<file path="src/pkg/awm_params.svh">
// constants for the converter window, input mux and offset trim block
`ifndef AWM_PARAMS_SVH
`define AWM_PARAMS_SVH

`define AWM_ADDR_OFFSET_LOW    8'h85
`define AWM_ADDR_OFFSET_HIGH   8'h86
`define AWM_ADDR_INPUT_SELECT  8'hbb
`define AWM_ADDR_UPPER_LOW     8'hc3
`define AWM_ADDR_UPPER_HIGH    8'hc4
`define AWM_ADDR_LOWER_LOW     8'hc5
`define AWM_ADDR_LOWER_HIGH    8'hc6
`define AWM_ADDR_CONV_CONTROL  8'he8

`define AWM_RST_UPPER_BYTE     8'hff
`define AWM_RST_LOWER_BYTE     8'h00
`define AWM_RST_INPUT_SELECT   5'h1f

`define AWM_SEL_WIDTH          5
`define AWM_SEL_LAST_PIN       5'h14
`define AWM_SEL_TEMP_SENSOR    5'h1e
`define AWM_SEL_SUPPLY         5'h1f
`define AWM_NUM_PINS           21

`define AWM_CTRL_WINDOW_BIT    3
`define AWM_OFFSET_LOW_LSB     6
`define AWM_TRIM_SETTLE_CYCLES 2'h3

`endif

</file>
<file path="src/pkg/awm_pkg.sv">
// types for the converter window, input mux and offset trim block
package awm_pkg;

	typedef enum logic {
		AWM_MODE_OUTSIDE,
		AWM_MODE_INSIDE
	} awm_mode_t;

	typedef enum logic [1:0] {
		AWM_TRIM_SETTLE,
		AWM_TRIM_LOAD,
		AWM_TRIM_DONE
	} awm_trim_state_t;

endpackage

</file>
<file path="src/pkg/awm_win_if.sv">
// signals between the register file and the window comparator
`timescale 1ns/1ns
interface awm_win_if;
	logic [15:0]        result;
	logic [15:0]        upper_limit;
	logic [15:0]        lower_limit;
	logic               match;
	awm_pkg::awm_mode_t mode;

	modport regs (output result, output upper_limit, output lower_limit, input match, input mode);
	modport cmp  (input result, input upper_limit, input lower_limit, output match, output mode);
endinterface

</file>
<file path="src/verilog/awm_window_cmp.sv">
// window comparator on the justified result word
`timescale 1ns/1ns
`include "awm_params.svh"
module awm_window_cmp (
	awm_win_if.cmp win
);
	logic above_upper;
	logic below_lower;

	always_comb begin
		// plain unsigned compares; justification does not matter as both sides share it
		above_upper = win.result > win.upper_limit;
		below_lower = win.result < win.lower_limit;
		// mode comes only from the limit values
		if (win.lower_limit > win.upper_limit) begin
			win.mode  = awm_pkg::AWM_MODE_INSIDE;
			win.match = above_upper && below_lower;
		end else begin
			win.mode  = awm_pkg::AWM_MODE_OUTSIDE;
			// range runs from the less-than limit up to the greater-than limit
			win.match = below_lower || above_upper;
		end
	end
endmodule // awm_window_cmp

</file>
<file path="src/verilog/awm_top.sv">
// converter window detector, positive input select and temperature offset registers
// What this block does
// - lower limit low byte at 0xc5, read/write, resets to zero.
// - inside mode flags result above upper limit and below lower limit.
// - outside mode flags result below range low end or above high end.
// - results compare as unsigned sixteen-bit words.
// - left-justified words compare directly against limits as written.
// - five-bit select; 11110 temperature sensor, 11111 supply.
// - offset high byte at 0x86 holds bits 9:2, read/write, trimmed reset.
// - stored offset is the left-justified sensor reading at zero degrees.
// - each unit's production offset loads into the registers after reset.
// - offset low at 0x85; bits 7:6 hold offset 1:0, rest read zero.
// - window flag is control bit 3, sticky until software clears it.
// - upper limit bytes 0xc4/0xc3 reset ones; lower high 0xc6 resets zero.
// - inside or outside chosen only by limit values, no mode bit.
`timescale 1ns/1ns
`include "awm_params.svh"
module awm_top (
	input  wire logic        sys_clk,
	input  wire logic        reset_n,
	input  wire logic [7:0]  sfr_addr,
	input  wire logic [7:0]  sfr_wdata,
	input  wire logic        sfr_we,
	input  wire logic        sfr_re,
	output logic      [7:0]  sfr_rdata,
	input  wire logic        conv_done,
	input  wire logic [15:0] conv_result,
	input  wire logic [9:0]  trim_offset,
	output logic             window_match_flag,
	output logic             window_inside_mode,
	output logic      [4:0]  converter_input_mux,
	output logic      [20:0] port_pin_select,
	output logic             temp_sensor_select,
	output logic             supply_select,
	output logic             trim_loaded
);
	awm_win_if win ();

	logic [7:0]  upper_high_q, upper_high_d;
	logic [7:0]  upper_low_q,  upper_low_d;
	logic [7:0]  lower_high_q, lower_high_d;
	logic [7:0]  lower_low_q,  lower_low_d;
	logic [4:0]  select_q,     select_d;
	logic [9:0]  offset_q,     offset_d;
	logic        flag_q,       flag_d;
	logic        inside_q,     inside_d;
	logic [7:0]  rdata_q,      rdata_d;
	logic [20:0] pins_q,       pins_d;
	logic        temp_q,       temp_d;
	logic        supply_q,     supply_d;

	logic [9:0]  trim_meta_q;
	logic [9:0]  trim_sync_q;
	logic [1:0]  settle_q,     settle_d;
	awm_pkg::awm_trim_state_t trim_state_q, trim_state_d;

	logic        wr_ctrl;

	assign win.result      = conv_result;
	assign win.upper_limit = {upper_high_q, upper_low_q};
	assign win.lower_limit = {lower_high_q, lower_low_q};

	awm_window_cmp u_cmp (
		.win (win.cmp)
	);

	// trim value is static but comes from outside this clock, so synchronise it
	always_ff @(posedge sys_clk or negedge reset_n) begin
		if (!reset_n) begin
			trim_meta_q <= 10'h000;
			trim_sync_q <= 10'h000;
		end else begin
			trim_meta_q <= trim_offset;
			trim_sync_q <= trim_meta_q;
		end
	end

	// offset load sequencer; async reset can only give a constant, so load after release
	always_comb begin
		trim_state_d = trim_state_q;
		settle_d     = settle_q;
		case (trim_state_q)
			awm_pkg::AWM_TRIM_SETTLE: begin
				settle_d = settle_q + 2'h1;
				if (settle_q == `AWM_TRIM_SETTLE_CYCLES) begin
					trim_state_d = awm_pkg::AWM_TRIM_LOAD;
				end
			end
			awm_pkg::AWM_TRIM_LOAD: begin
				trim_state_d = awm_pkg::AWM_TRIM_DONE;
			end
			awm_pkg::AWM_TRIM_DONE: begin
				trim_state_d = awm_pkg::AWM_TRIM_DONE;
			end
			default: begin
				trim_state_d = awm_pkg::AWM_TRIM_SETTLE;
			end
		endcase
	end

	always_ff @(posedge sys_clk or negedge reset_n) begin
		if (!reset_n) begin
			trim_state_q <= awm_pkg::AWM_TRIM_SETTLE;
			settle_q     <= 2'h0;
		end else begin
			trim_state_q <= trim_state_d;
			settle_q     <= settle_d;
		end
	end

	// register writes
	always_comb begin
		upper_high_d = upper_high_q;
		upper_low_d  = upper_low_q;
		lower_high_d = lower_high_q;
		lower_low_d  = lower_low_q;
		select_d     = select_q;
		offset_d     = offset_q;
		if (trim_state_q == awm_pkg::AWM_TRIM_LOAD) begin
			offset_d = trim_sync_q;
		end
		if (sfr_we) begin
			case (sfr_addr)
				`AWM_ADDR_UPPER_HIGH:   upper_high_d = sfr_wdata;
				`AWM_ADDR_UPPER_LOW:    upper_low_d  = sfr_wdata;
				`AWM_ADDR_LOWER_HIGH:   lower_high_d = sfr_wdata;
				`AWM_ADDR_LOWER_LOW:    lower_low_d  = sfr_wdata;
				`AWM_ADDR_INPUT_SELECT: select_d     = sfr_wdata[4:0];
				`AWM_ADDR_OFFSET_HIGH:  offset_d[9:2] = sfr_wdata;
				`AWM_ADDR_OFFSET_LOW:   offset_d[1:0] = sfr_wdata[7:6];
				default: begin
				end
			endcase
		end
	end

	always_ff @(posedge sys_clk or negedge reset_n) begin
		if (!reset_n) begin
			upper_high_q <= `AWM_RST_UPPER_BYTE;
			upper_low_q  <= `AWM_RST_UPPER_BYTE;
			lower_high_q <= `AWM_RST_LOWER_BYTE;
			lower_low_q  <= `AWM_RST_LOWER_BYTE;
			select_q     <= `AWM_RST_INPUT_SELECT;
			offset_q     <= 10'h000;
		end else begin
			upper_high_q <= upper_high_d;
			upper_low_q  <= upper_low_d;
			lower_high_q <= lower_high_d;
			lower_low_q  <= lower_low_d;
			select_q     <= select_d;
			offset_q     <= offset_d;
		end
	end

	// window flag: a match in the clearing cycle wins so no event is lost
	assign wr_ctrl = sfr_we && (sfr_addr == `AWM_ADDR_CONV_CONTROL);

	always_comb begin
		flag_d   = flag_q;
		inside_d = (win.mode == awm_pkg::AWM_MODE_INSIDE);
		if (wr_ctrl && !sfr_wdata[`AWM_CTRL_WINDOW_BIT]) begin
			flag_d = 1'b0;
		end
		if (conv_done && win.match) begin
			flag_d = 1'b1;
		end
	end

	always_ff @(posedge sys_clk or negedge reset_n) begin
		if (!reset_n) begin
			flag_q   <= 1'b0;
			inside_q <= 1'b0;
		end else begin
			flag_q   <= flag_d;
			inside_q <= inside_d;
		end
	end

	// input mux decode, registered so the analog switches see clean levels
	always_comb begin
		pins_d   = 21'h000000;
		temp_d   = 1'b0;
		supply_d = 1'b0;
		if (select_q <= `AWM_SEL_LAST_PIN) begin
			pins_d[select_q] = 1'b1;
		end else if (select_q == `AWM_SEL_TEMP_SENSOR) begin
			temp_d = 1'b1;
		end else if (select_q == `AWM_SEL_SUPPLY) begin
			supply_d = 1'b1;
		end
	end

	always_ff @(posedge sys_clk or negedge reset_n) begin
		if (!reset_n) begin
			pins_q   <= 21'h000000;
			temp_q   <= 1'b0;
			supply_q <= 1'b0;
		end else begin
			pins_q   <= pins_d;
			temp_q   <= temp_d;
			supply_q <= supply_d;
		end
	end

	// read data, one cycle after the read strobe; unmapped addresses give zero
	always_comb begin
		rdata_d = rdata_q;
		if (sfr_re) begin
			case (sfr_addr)
				`AWM_ADDR_UPPER_HIGH:   rdata_d = upper_high_q;
				`AWM_ADDR_UPPER_LOW:    rdata_d = upper_low_q;
				`AWM_ADDR_LOWER_HIGH:   rdata_d = lower_high_q;
				`AWM_ADDR_LOWER_LOW:    rdata_d = lower_low_q;
				`AWM_ADDR_INPUT_SELECT: rdata_d = {3'h0, select_q};
				`AWM_ADDR_OFFSET_HIGH:  rdata_d = offset_q[9:2];
				`AWM_ADDR_OFFSET_LOW:   rdata_d = {offset_q[1:0], 6'h00};
				`AWM_ADDR_CONV_CONTROL: rdata_d = {4'h0, flag_q, 3'h0};
				default:                rdata_d = 8'h00;
			endcase
		end
	end

	always_ff @(posedge sys_clk or negedge reset_n) begin
		if (!reset_n) begin
			rdata_q <= 8'h00;
		end else begin
			rdata_q <= rdata_d;
		end
	end

	assign sfr_rdata           = rdata_q;
	assign window_match_flag   = flag_q;
	assign window_inside_mode  = inside_q;
	assign converter_input_mux = select_q;
	assign port_pin_select     = pins_q;
	assign temp_sensor_select  = temp_q;
	assign supply_select       = supply_q;
	assign trim_loaded         = (trim_state_q == awm_pkg::AWM_TRIM_DONE);
endmodule // awm_top

</file>
<file path="config.mk">
export PLATFORM = sky130hd
export DESIGN_NAME = awm_top
export DESIGN_NICKNAME = d
export VERILOG_FILES = /design/src/pkg/awm_pkg.sv /design/src/pkg/awm_win_if.sv /design/src/verilog/awm_window_cmp.sv /design/src/verilog/awm_top.sv
export VERILOG_INCLUDE_DIRS = /design/src /design/src/pkg
export SDC_FILE = /design/constraint.sdc
export NUM_CORES = 1
export LEC_CHECK = 0
export BUFFER_PORTS_ARGS = -buffer_cell sky130_fd_sc_hd__buf_2
export CORE_MARGIN = 1.5
export CORE_UTILIZATION = 50
export CTS_BUF_LIST = sky130_fd_sc_hd__clkbuf_4 sky130_fd_sc_hd__clkbuf_8
export DETAILED_ROUTE_END_ITERATION = 16
export GPL_TIMING_DRIVEN = 0
export PLACE_DENSITY = 0.71
export SKIP_LAST_GASP = 1
export SYNTH_ARGS = -nofsm -noshare
export SYNTH_HDL_FRONTEND = slang
export SYNTH_SLANG_ARGS = --single-unit
</file>
<file path="constraint.sdc">
create_clock -name sys_clk -period 5.1 [get_ports sys_clk]
set_clock_uncertainty 0.15 [all_clocks]
set_input_delay 0.255 -clock sys_clk [delete_from_list [all_inputs] [get_ports sys_clk]]
set_output_delay 0.255 -clock sys_clk [all_outputs]
set_load 0.01 [all_outputs]
</file>
# Word level (Yosys, flattened, before mapping)
# Index checks and enable logic that the tools add are counted.
# word_totals
register_bits,104
inputBits,47
output_inout_bits,39
word_cells,71
# op_classes
n_addsub,1
order_cmp,6
eq_ne,14
n_mux,19
reduce_logical,15
# op_table
op,n
"8-bit == test, second input constant",8
8-bit case mux with 8 select lines,1
16-bit > comparator,2
21-bit 2-to-1 mux,1
10-bit 2-to-1 mux,2
16-bit < comparator,1
"5-bit == test, second input constant",2
1-bit 2-to-1 mux,10
2-bit AND reduction,5
8-bit 2-to-1 mux,1
"5-bit by 6-bit < comparator with 1-bit output, second input constant",1
1-bit demux with 5-bit select,1
"5-bit by 1-bit >= comparator with 1-bit output, second input constant",1
"5-bit <= comparator, second input constant",1
1-bit logical AND,5
"2-bit == test, second input constant",2
2-bit 2-to-1 mux,2
2-bit case mux with 2 select lines,1
"2-bit by 1-bit adder with 2-bit output, second input constant",1
"2-bit by 1-bit == test with 1-bit output, second input constant",1
2-bit logical NOT,1
"2-bit inequality test, second input constant",1
2-bit nonzero test,1
2-bit OR reduction,1
other kinds (2),2

# Depth between registers and ports, before layout
# Gate-level depths: netlist (run 1).
# logic_depth
word_depth,5
mapped_depth,8

# By module
# A second synthesis (run 1) with hierarchy kept.
# unflattened
cells_unflattened,474
hier_area_um2,5447.7
# modules_own_cells
module,n_inst,cells_per_inst,area_each_um2,seq_area_each_um2
awm_top,1,323,4314.1,2628.8
awm_window_cmp,1,151,1133.6,0.0

# Worst setup path before layout (run 1)
# Ideal clock, no wire load.
# synth_path
path_kind,reg-to-reg
startpoint,reg upper_low_q[7]
endpoint,"reg flag_q, in the netlist window_match_flag"
setup_time_ns,0.130
t_arrival_ns,1.988
t_required_ns,4.820
slack_ns,2.832
stages_incl_launch_ff,9
synth_period_minus_slack_ns,2.268
path_cell_list,dfstp_2 > inv_1 > ha_1 > a21oi_1 > nand3_1 > a221o_1 > o311a_1 > a22oi_1 > o21ai_0
# synth_via
elab_chain_cells,5
word_cells_on_any_way,8
classes_between,order compare: 2; mux: 2; reduce/logical: 4
# synth_rtl
element,line_no,text
"start, declared",awm_top.sv:40,"logic [7:0] upper_low_q, upper_low_d;"
"start signal, assigned",awm_top.sv:140,upper_low_q <= `AWM_RST_UPPER_BYTE;
"start signal, assigned",awm_top.sv:147,upper_low_q <= upper_low_d;
16-bit > comparator,awm_window_cmp.sv:12,above_upper = win.result > win.upper_limit;
1-bit logical OR or 1-bit logical AND (tied branches),"awm_window_cmp.sv:21, awm_window_cmp.sv:17",
1-bit 2-to-1 mux *,awm_window_cmp.sv:15,if (win.lower_limit > win.upper_limit) begin
1-bit logical AND *,awm_top.sv:164,if (conv_done && win.match) begin
1-bit 2-to-1 mux or 2-bit nonzero test (tied branches),n/a,
"end signal, assigned",awm_top.sv:174,flag_q <= flag_d;
"end, declared",awm_top.sv:45,"logic flag_q, flag_d;"
# Mark *: on every way between the ends. The rest lies on a longest branch, timed or not.
# A chain may end at the register's enable or synchronous reset.

# Final worst setup path (run 1)
# Same ends and word-level chain as after synthesis.

==> run metrics, run 1 <==
global-route wire length before repair=19.5 mm; post-synth top area cell=dfrtp_1; CP Max Fanout=4; Crit path max-delay family=compound AO/OA/AOI/OAI gates; ratio of final minimum period to clock period=0.489; pins over their slew limit=0; Internal Power=approximately 1.2 mW; DP Wirelength=9.36 mm; initial antenna violation count=0; Synth cell types=54; Root Buffer=clkbuf_8; Setup Buffers After CTS=0; initial DRC count=280; Net Sw Frac=0.283; met2 usage=0.382; worst path bufs/invs=1; ys async rst share=1.00; crit-path max cell delay=0.56 ns; Critical Path End Type=flop; worst r2r dst=window_match_flag$_DFFE_PN0P_; number of synthesized flops with an enable pin=0; critical hold path startpoint=conv_done; RSZ-0062 raised after global routing=false; Reg2Reg Depth=8; CP Class=flop to flop; Seq cells post-synth=104; final WL=12.1 mm; r2r setup slk=2.61 ns; Placeable Area=between 10,000 and 15,000 um2; Reg2Reg Launch Point=upper_low_q[7]$_DFFE_PN1P_; register share of total power=0.552; static leakage=2.90 nW; Clock Power Share=0.308; CTS tree=yes; PD cells=260 nW/um2; vias in the first global route=3,931; # nets final=between 600 and 700; starting density of the core=0.514; Worst slew margin=0.524; wire per inst=17.0 um; WHS Endpoint=window_match_flag$_DFFE_PN0P_; Fill cells=858; synth warn=0; overall routing resource usage=0.225; status=finished, final reports clean; data arrival time of the critical path=2.60 ns; Main synth FF type=dfrtp_1; die height=106 um; M3 GR Usage=0.0570; Clk Latency, worst-skew pair=between 0.3 and 0.4 ns; largest net degree at the start of global routing=57; Seq/Total Area, Yosys=0.495; Area growth, synth to finish=17.3%; P_sw=0.458 mW; Combinational Power Share=0.140; DRC errors left=0; Ports=86; die area=11,200 um2; IO buf count=just over 80; net count after synthesis=563; vias per cell=5.66; CTS Buf Count=9; H-Tree Depth=3; CP Cell Sequence=inv_1 > ha_1 > a21oi_1 > nand3_1 > a221o_1 > o311a_1 > a22oi_1 > o21ai_0; multi-input logic area=2470 um2; maximum buffer depth of the clock tree=2; Post-DP Area=around 5900 um2; gr ovfl total=0; vias post-DR=4,017; GR Util met1=0.286; cell count after synthesis=464; slew at the pin closest to its max-slew limit=just over 0.7 ns; Post-DRT Antenna Nets=0; Setup crit start kind=flop; Synth top area share=0.391; cell depth of the worst min-delay path=3; clk slew on worst S/H paths=0.10 ns; final setup vio count=0; peak supply drop=approximately 0.17 mV; Worst path slowest cell=dfstp_2; syn avg cell area=11.4 um2; die width=106 um; main area contributors after synthesis=dfrtp_1 (39%), ha_1 (12%), dfstp_2 (10%), mux2_2 (8.1%), inv_1 (3.0%); Reg area=2630 um2; TNS Setup=0 ns; CTS Sinks=104; first-pass iteration count of the detailed router=6; hold buffer count at cts=11; GR peak layer=met2; Final Cell Area=6230 um2; post-CTS sizing=0; highest clock rate=around 400 MHz; Final Hold Fails=0; Levels on crit path=8; Cell Area, Synth=about 5300 um2; layout cells sized above 1=0.307; Hold Crit Class=input port to flop; MaxCap Viol Count=0; Worst Path Required=5.20 ns; Final min period=2.49 ns; n_diodes=0; floorplan row count=37; routability cong.=0.871
==> registers in the layout, summed over array words and instances, names as in the netlist, 2 cells and up <==
signal / flops
settle_q: 2
upper_low_q: 8
trim_sync_q: 10
trim_meta_q: 10
upper_high_q: 8
sfr_rdata: 8
converter_input_mux: 5
trim_state_q: 2
lower_high_q: 8
port_pin_select: 21
offset_q: 10
lower_low_q: 8
==> metrics by stage <==
stage / hold WS, ns / total power, mW / setup WS [ns] / std cells / util
after detailed placement: 0.167 / 1.13 / 2.62 / 683 / 0.573
after CTS: 0.0394 / 1.63 / 2.60 / 710 / 0.603
final: 0.0365 / 1.62 / 2.61 / 710 / 0.603
after global placement: 0.181 / 1.11 / 2.61 / 682 / 0.570
after floorplan: -0.191 / 1.03 / 2.83 / 464 / -
after global routing: 0.0296 / 1.70 / 2.49 / 710 / 0.603
==> cell families (layout without fill, tap and decap cells) <==
group	Yosys count	after routing	synth area share
AOI/OAI and AO/OA	85	85	0.112
DFF	104	104	0.495
xor gates and xnor gates	2	2	0.00330
muxes	49	49	0.101
buffers and inverters	55	165	0.0398
and+or+nand+nor	117	117	0.125
adders and majority gates	52	52	0.123
==> cell usage after synthesis, types with 2 or more instances <==
cell,instances
dfrtp_1,83
ha_1,52
inv_1,43
mux2_2,38
nor2_1,38
a21oi_1,27
dfstp_2,21
nand2_1,14
o21ai_0,13
a21o_1,12
a222oi_1,11
mux2i_1,11
nand4_1,11
nand3_1,10
nand2b_1,6
clkbuf_1,5
nor2b_1,5
a22oi_1,4
buf_2,4
nand3b_1,4
a2111oi_0,3
buf_1,3
nand2_2,3
nor3_1,3
a211oi_1,2
a221o_1,2
and3_1,2
nor3_2,2
nor3b_1,2
o211ai_1,2
o22ai_1,2
o31ai_1,2
or4b_1,2
xor2_1,2
==> layout make-up <==
| cell class | instances | area share |
|---|---|---|
| plain buffers | 12 | 0.00804 |
| clock buffers | 9 | 0.0199 |
| clock inverters | 7 | 0.0117 |
| inverters | 43 | 0.0259 |
| multi-input cells | 305 | 0.397 |
| flip-flops and latches | 104 | 0.422 |
| well taps | 136 | 0.0273 |
| repair buffers | 94 | 0.0884 |
==> worst max-delay path by stage <==
stage                                    start                       endpoint
detailed placement  upper_low_q[7]$_DFFE_PN1P_  window_match_flag$_DFFE_PN0P_
global route        upper_low_q[7]$_DFFE_PN1P_  window_match_flag$_DFFE_PN0P_
global placement                       reset_n        supply_select$_DFF_PN0_
floorplan           upper_low_q[7]$_DFFE_PN1P_  window_match_flag$_DFFE_PN0P_
CTS                 upper_low_q[7]$_DFFE_PN1P_  window_match_flag$_DFFE_PN0P_
finish              upper_low_q[7]$_DFFE_PN1P_  window_match_flag$_DFFE_PN0P_
==> per-layer routing <==
metal	part of all wire	wire length, um	up-vias
met5	0	0	-
met4	0.018	216	0
met3	0.071	851	21
met2	0.51	6100	146
met1	0.41	4900	1966
li1	-	-	1884
==> tightest hold or removal path, stage by stage <==
cell	delay, ns
buf_2	0.09
a21oi_1	0.05
o21ai_0	0.13
==> cell usage in the layout, fill, tap and decap left out, types with 3 or more instances in the layout <==
cell           Yosys  routed
a2111oi_0          3       3
a21o_1            12      12
a21oi_1           27      27
a222oi_1          11      11
a22oi_1            4       4
buf_1              3       3
buf_2              4      85
clkbuf_1           5       5
clkbuf_8           0       9
dfrtp_1           83      83
dfstp_2           21      21
dlygate4sd3_1      0      11
ha_1              52      52
inv_1             43      43
mux2_2            38      38
mux2i_1           11      11
nand2_1           14      14
nand2_2            3       3
nand2b_1           6       6
nand3_1           10      10
nand3b_1           4       4
nand4_1           11      11
nor2_1            38      38
nor2b_1            5       5
nor3_1             3       3
o21ai_0           13      13
==> power groups by stage <==
stage	combinational (mW)	sequential [mW]	clock [mW]
global placement	0.205	0.908	0
global route	0.255	0.897	0.547
detailed placement	0.220	0.909	0
floorplan	0.125	0.905	0
finish	0.226	0.894	0.498
CTS	0.227	0.894	0.508
No activity file was read; power rests on OpenSTA's default activity.
==> inputs of run 2 (changes only) <==
Settings changed: PLACE_DENSITY 0.71 to 0.74.
Clock period 5.1 ns to 2.1 ns, I/O delays scaled along.
==> run metrics, run 2 (synthesized netlist as in run 1, its figures left out) <==
Worst Path Required=2.21 ns (was 5.20 ns); Crit path max-delay family=simple AND/OR/NAND/NOR gates (was compound AO/OA/AOI/OAI gates); Tot Pwr=3.98 mW (was 1.62 mW); final setup vio count=1 (was 0); Root Buffer=clkbuf_8 (unchanged); MaxCap Viol Count=0 (unchanged); Levels on crit path=7 (was 8); non-filler cells, final=734 (was 710); Worst slew margin=0.500 (was 0.524); # nets final=692 (was 668); routability cong.=0.881 (was 0.871); initial antenna violation count=0 (unchanged); vias post-DR=4,120 (was 4,017); floorplan row count=37 (unchanged); CTS tree=yes (unchanged); vias per cell=5.61 (was 5.66); Placeable Area=10,300 um2 (unchanged); die height=106 um (unchanged); placed cells=683 (unchanged); first-pass iteration count of the detailed router=6 (unchanged); Largest register FFs=21 (unchanged); gr ovfl total=0 (unchanged); PD cells=602 nW/um2 (was 260 nW/um2); RSZ-0062 raised after global routing=true (was false); CTS Buf Count=9 (unchanged); die width=106 um (unchanged); cell depth of the worst min-delay path=2 (was 3); starting density of the core=0.514 (unchanged); CTS Sinks=104 (unchanged); DRC errors left=0 (unchanged); Hold Crit Class=input port to flop (unchanged); Worst path slowest cell=dfstp_2 (unchanged); Critical Path End Type=flop (unchanged); Clk Latency, worst-skew pair=0.36 ns (was 0.37 ns); Ports=86 (unchanged); peak supply drop=0.425 mV (was 0.174 mV); vias in the first global route=4,178 (was 3,931); wire per inst=17.1 um (was 17.0 um); die area=11,200 um2 (unchanged); n_diodes=0 (unchanged); Final Cell Area=6610 um2 (was 6230 um2); Final min period=2.29 ns (was 2.49 ns); CP Cell Sequence=inv_1 > ha_1 > nand4_1 > or4_4 > o311a_1 > a22oi_1 > o21ai_1 (was inv_1 > ha_1 > a21oi_1 > nand3_1 > a221o_1 > o311a_1 > a22oi_1 > o21ai_0); Reg2Reg Depth=7 (was 8); initial DRC count=239 (was 280); commonest non-fill, non-tap cell in the layout=buf_2 (unchanged); pins over their slew limit=0 (unchanged); setup ws final=-0.192 ns (was 2.61 ns); IO buf count=82 (unchanged); global-route wire length before repair=20.5 mm (was 19.5 mm); Post-DP Area=6040 um2 (was 5920 um2); DP Wirelength=9.36 mm (about the same); CP Max Fanout=2 (was 4); final WL=12.5 mm (was 12.1 mm); slew at the pin closest to its max-slew limit=0.744 ns (was 0.711 ns); status=finished with violations (was finished, final reports clean); Area growth, synth to finish=24.5% (was 17.3%); static leakage=3.02 nW (was 2.90 nW); most frequent cells in the layout=buf_2 (85), dfrtp_1 (83), nor2_1 (38), mux2_2 (38), ha_1 (37) (was buf_2 (85), dfrtp_1 (83), ha_1 (52)); overall routing resource usage=0.234 (was 0.225); TNS Setup=-0.192 ns (was 0 ns); layout cells sized above 1=0.370 (was 0.307); worst path bufs/invs=1 (unchanged); crit-path max cell delay=0.55 ns (was 0.56 ns); largest net degree at the start of global routing=61 (was 57); CP Class=flop to flop (unchanged); ratio of final minimum period to clock period=1.09 (was 0.489); maximum buffer depth of the clock tree=2 (unchanged); Post-DRT Antenna Nets=0 (unchanged); clk slew on worst S/H paths=0.10 ns (about the same); highest clock rate=436 MHz (was 401 MHz); data arrival time of the critical path=2.40 ns (was 2.60 ns); H-Tree Depth=3 (unchanged); failing checks=setup timing; Final Hold Fails=0 (unchanged); Setup crit start kind=flop (unchanged)
## run 2: final cells by class
cell class,instances,area [um2]
Sequential cell,104,2630
Clock buffer,9,124
Fill cell,816,3710
Buffer,12,50.0
Clock inverter,7,53.8
Timing Repair Buffer,118,746
Inverter,43,161
Tap cell,136,170
Multi-Input combinational cell,305,2680
## run 2: final timing paths
check	from	to	slack, ns
setup / recovery	upper_low_q[4]$_DFFE_PN1P_	window_match_flag$_DFFE_PN0P_	-0.19
hold / removal	sfr_re	sfr_rdata[2]$_DFFE_PN0P_	0.09
setup reg to reg	upper_low_q[4]$_DFFE_PN1P_	window_match_flag$_DFFE_PN0P_	-0.19
hold reg to reg	trim_meta_q[9]$_DFF_PN0_	trim_sync_q[9]$_DFF_PN0_	0.20
max in group asynchronous	reset_n	upper_low_q[7]$_DFFE_PN1P_	0.87
min in group asynchronous	reset_n	port_pin_select[17]$_DFF_PN0_	0.19
## run 2: per-layer routing
layer | track usage | part of all wire | vias up
met5 | 0 | 0 | -
met4 | 0.0685 | 0.017 | 0
met3 | 0.0460 | 0.048 | 24
met2 | 0.399 | 0.50 | 128
met1 | 0.304 | 0.43 | 2031
li1 | - | - | 1937
## run 2: where the power goes
part	internal [mW]	switching [mW]	leakage, nW
registers	2.11	0.0641	1.29
clock network	0.443	0.695	0.0879
logic	0.314	0.355	1.65
## run 2: through the flow
| stage | util | setup WS (ns) | hold slack, ns |
|---|---|---|---|
| 3_3_place_gp | 0.583 | -0.218 | 0.0639 |
| 6_report | 0.640 | -0.192 | 0.0942 |
| 3_5_place_dp | 0.585 | -0.210 | 0.0614 |
| 5_1_grt | 0.640 | -0.267 | 0.108 |
| 2_1_floorplan | - | 0.00469 | -0.341 |
| 4_1_cts | 0.633 | -0.130 | 0.0730 |
## run 2: repair_timing
| action | CTS | global route |
|---|---|---|
| resized for setup | 8 | 7 |
| setup buffers | 11 | 4 |
| endpoints found under the hold margin | 99 | 0 |
| hold buffers | 20 | 0 |
| endpoints found under the setup margin | 2 | 2 |
| pin swaps | 6 | 5 |
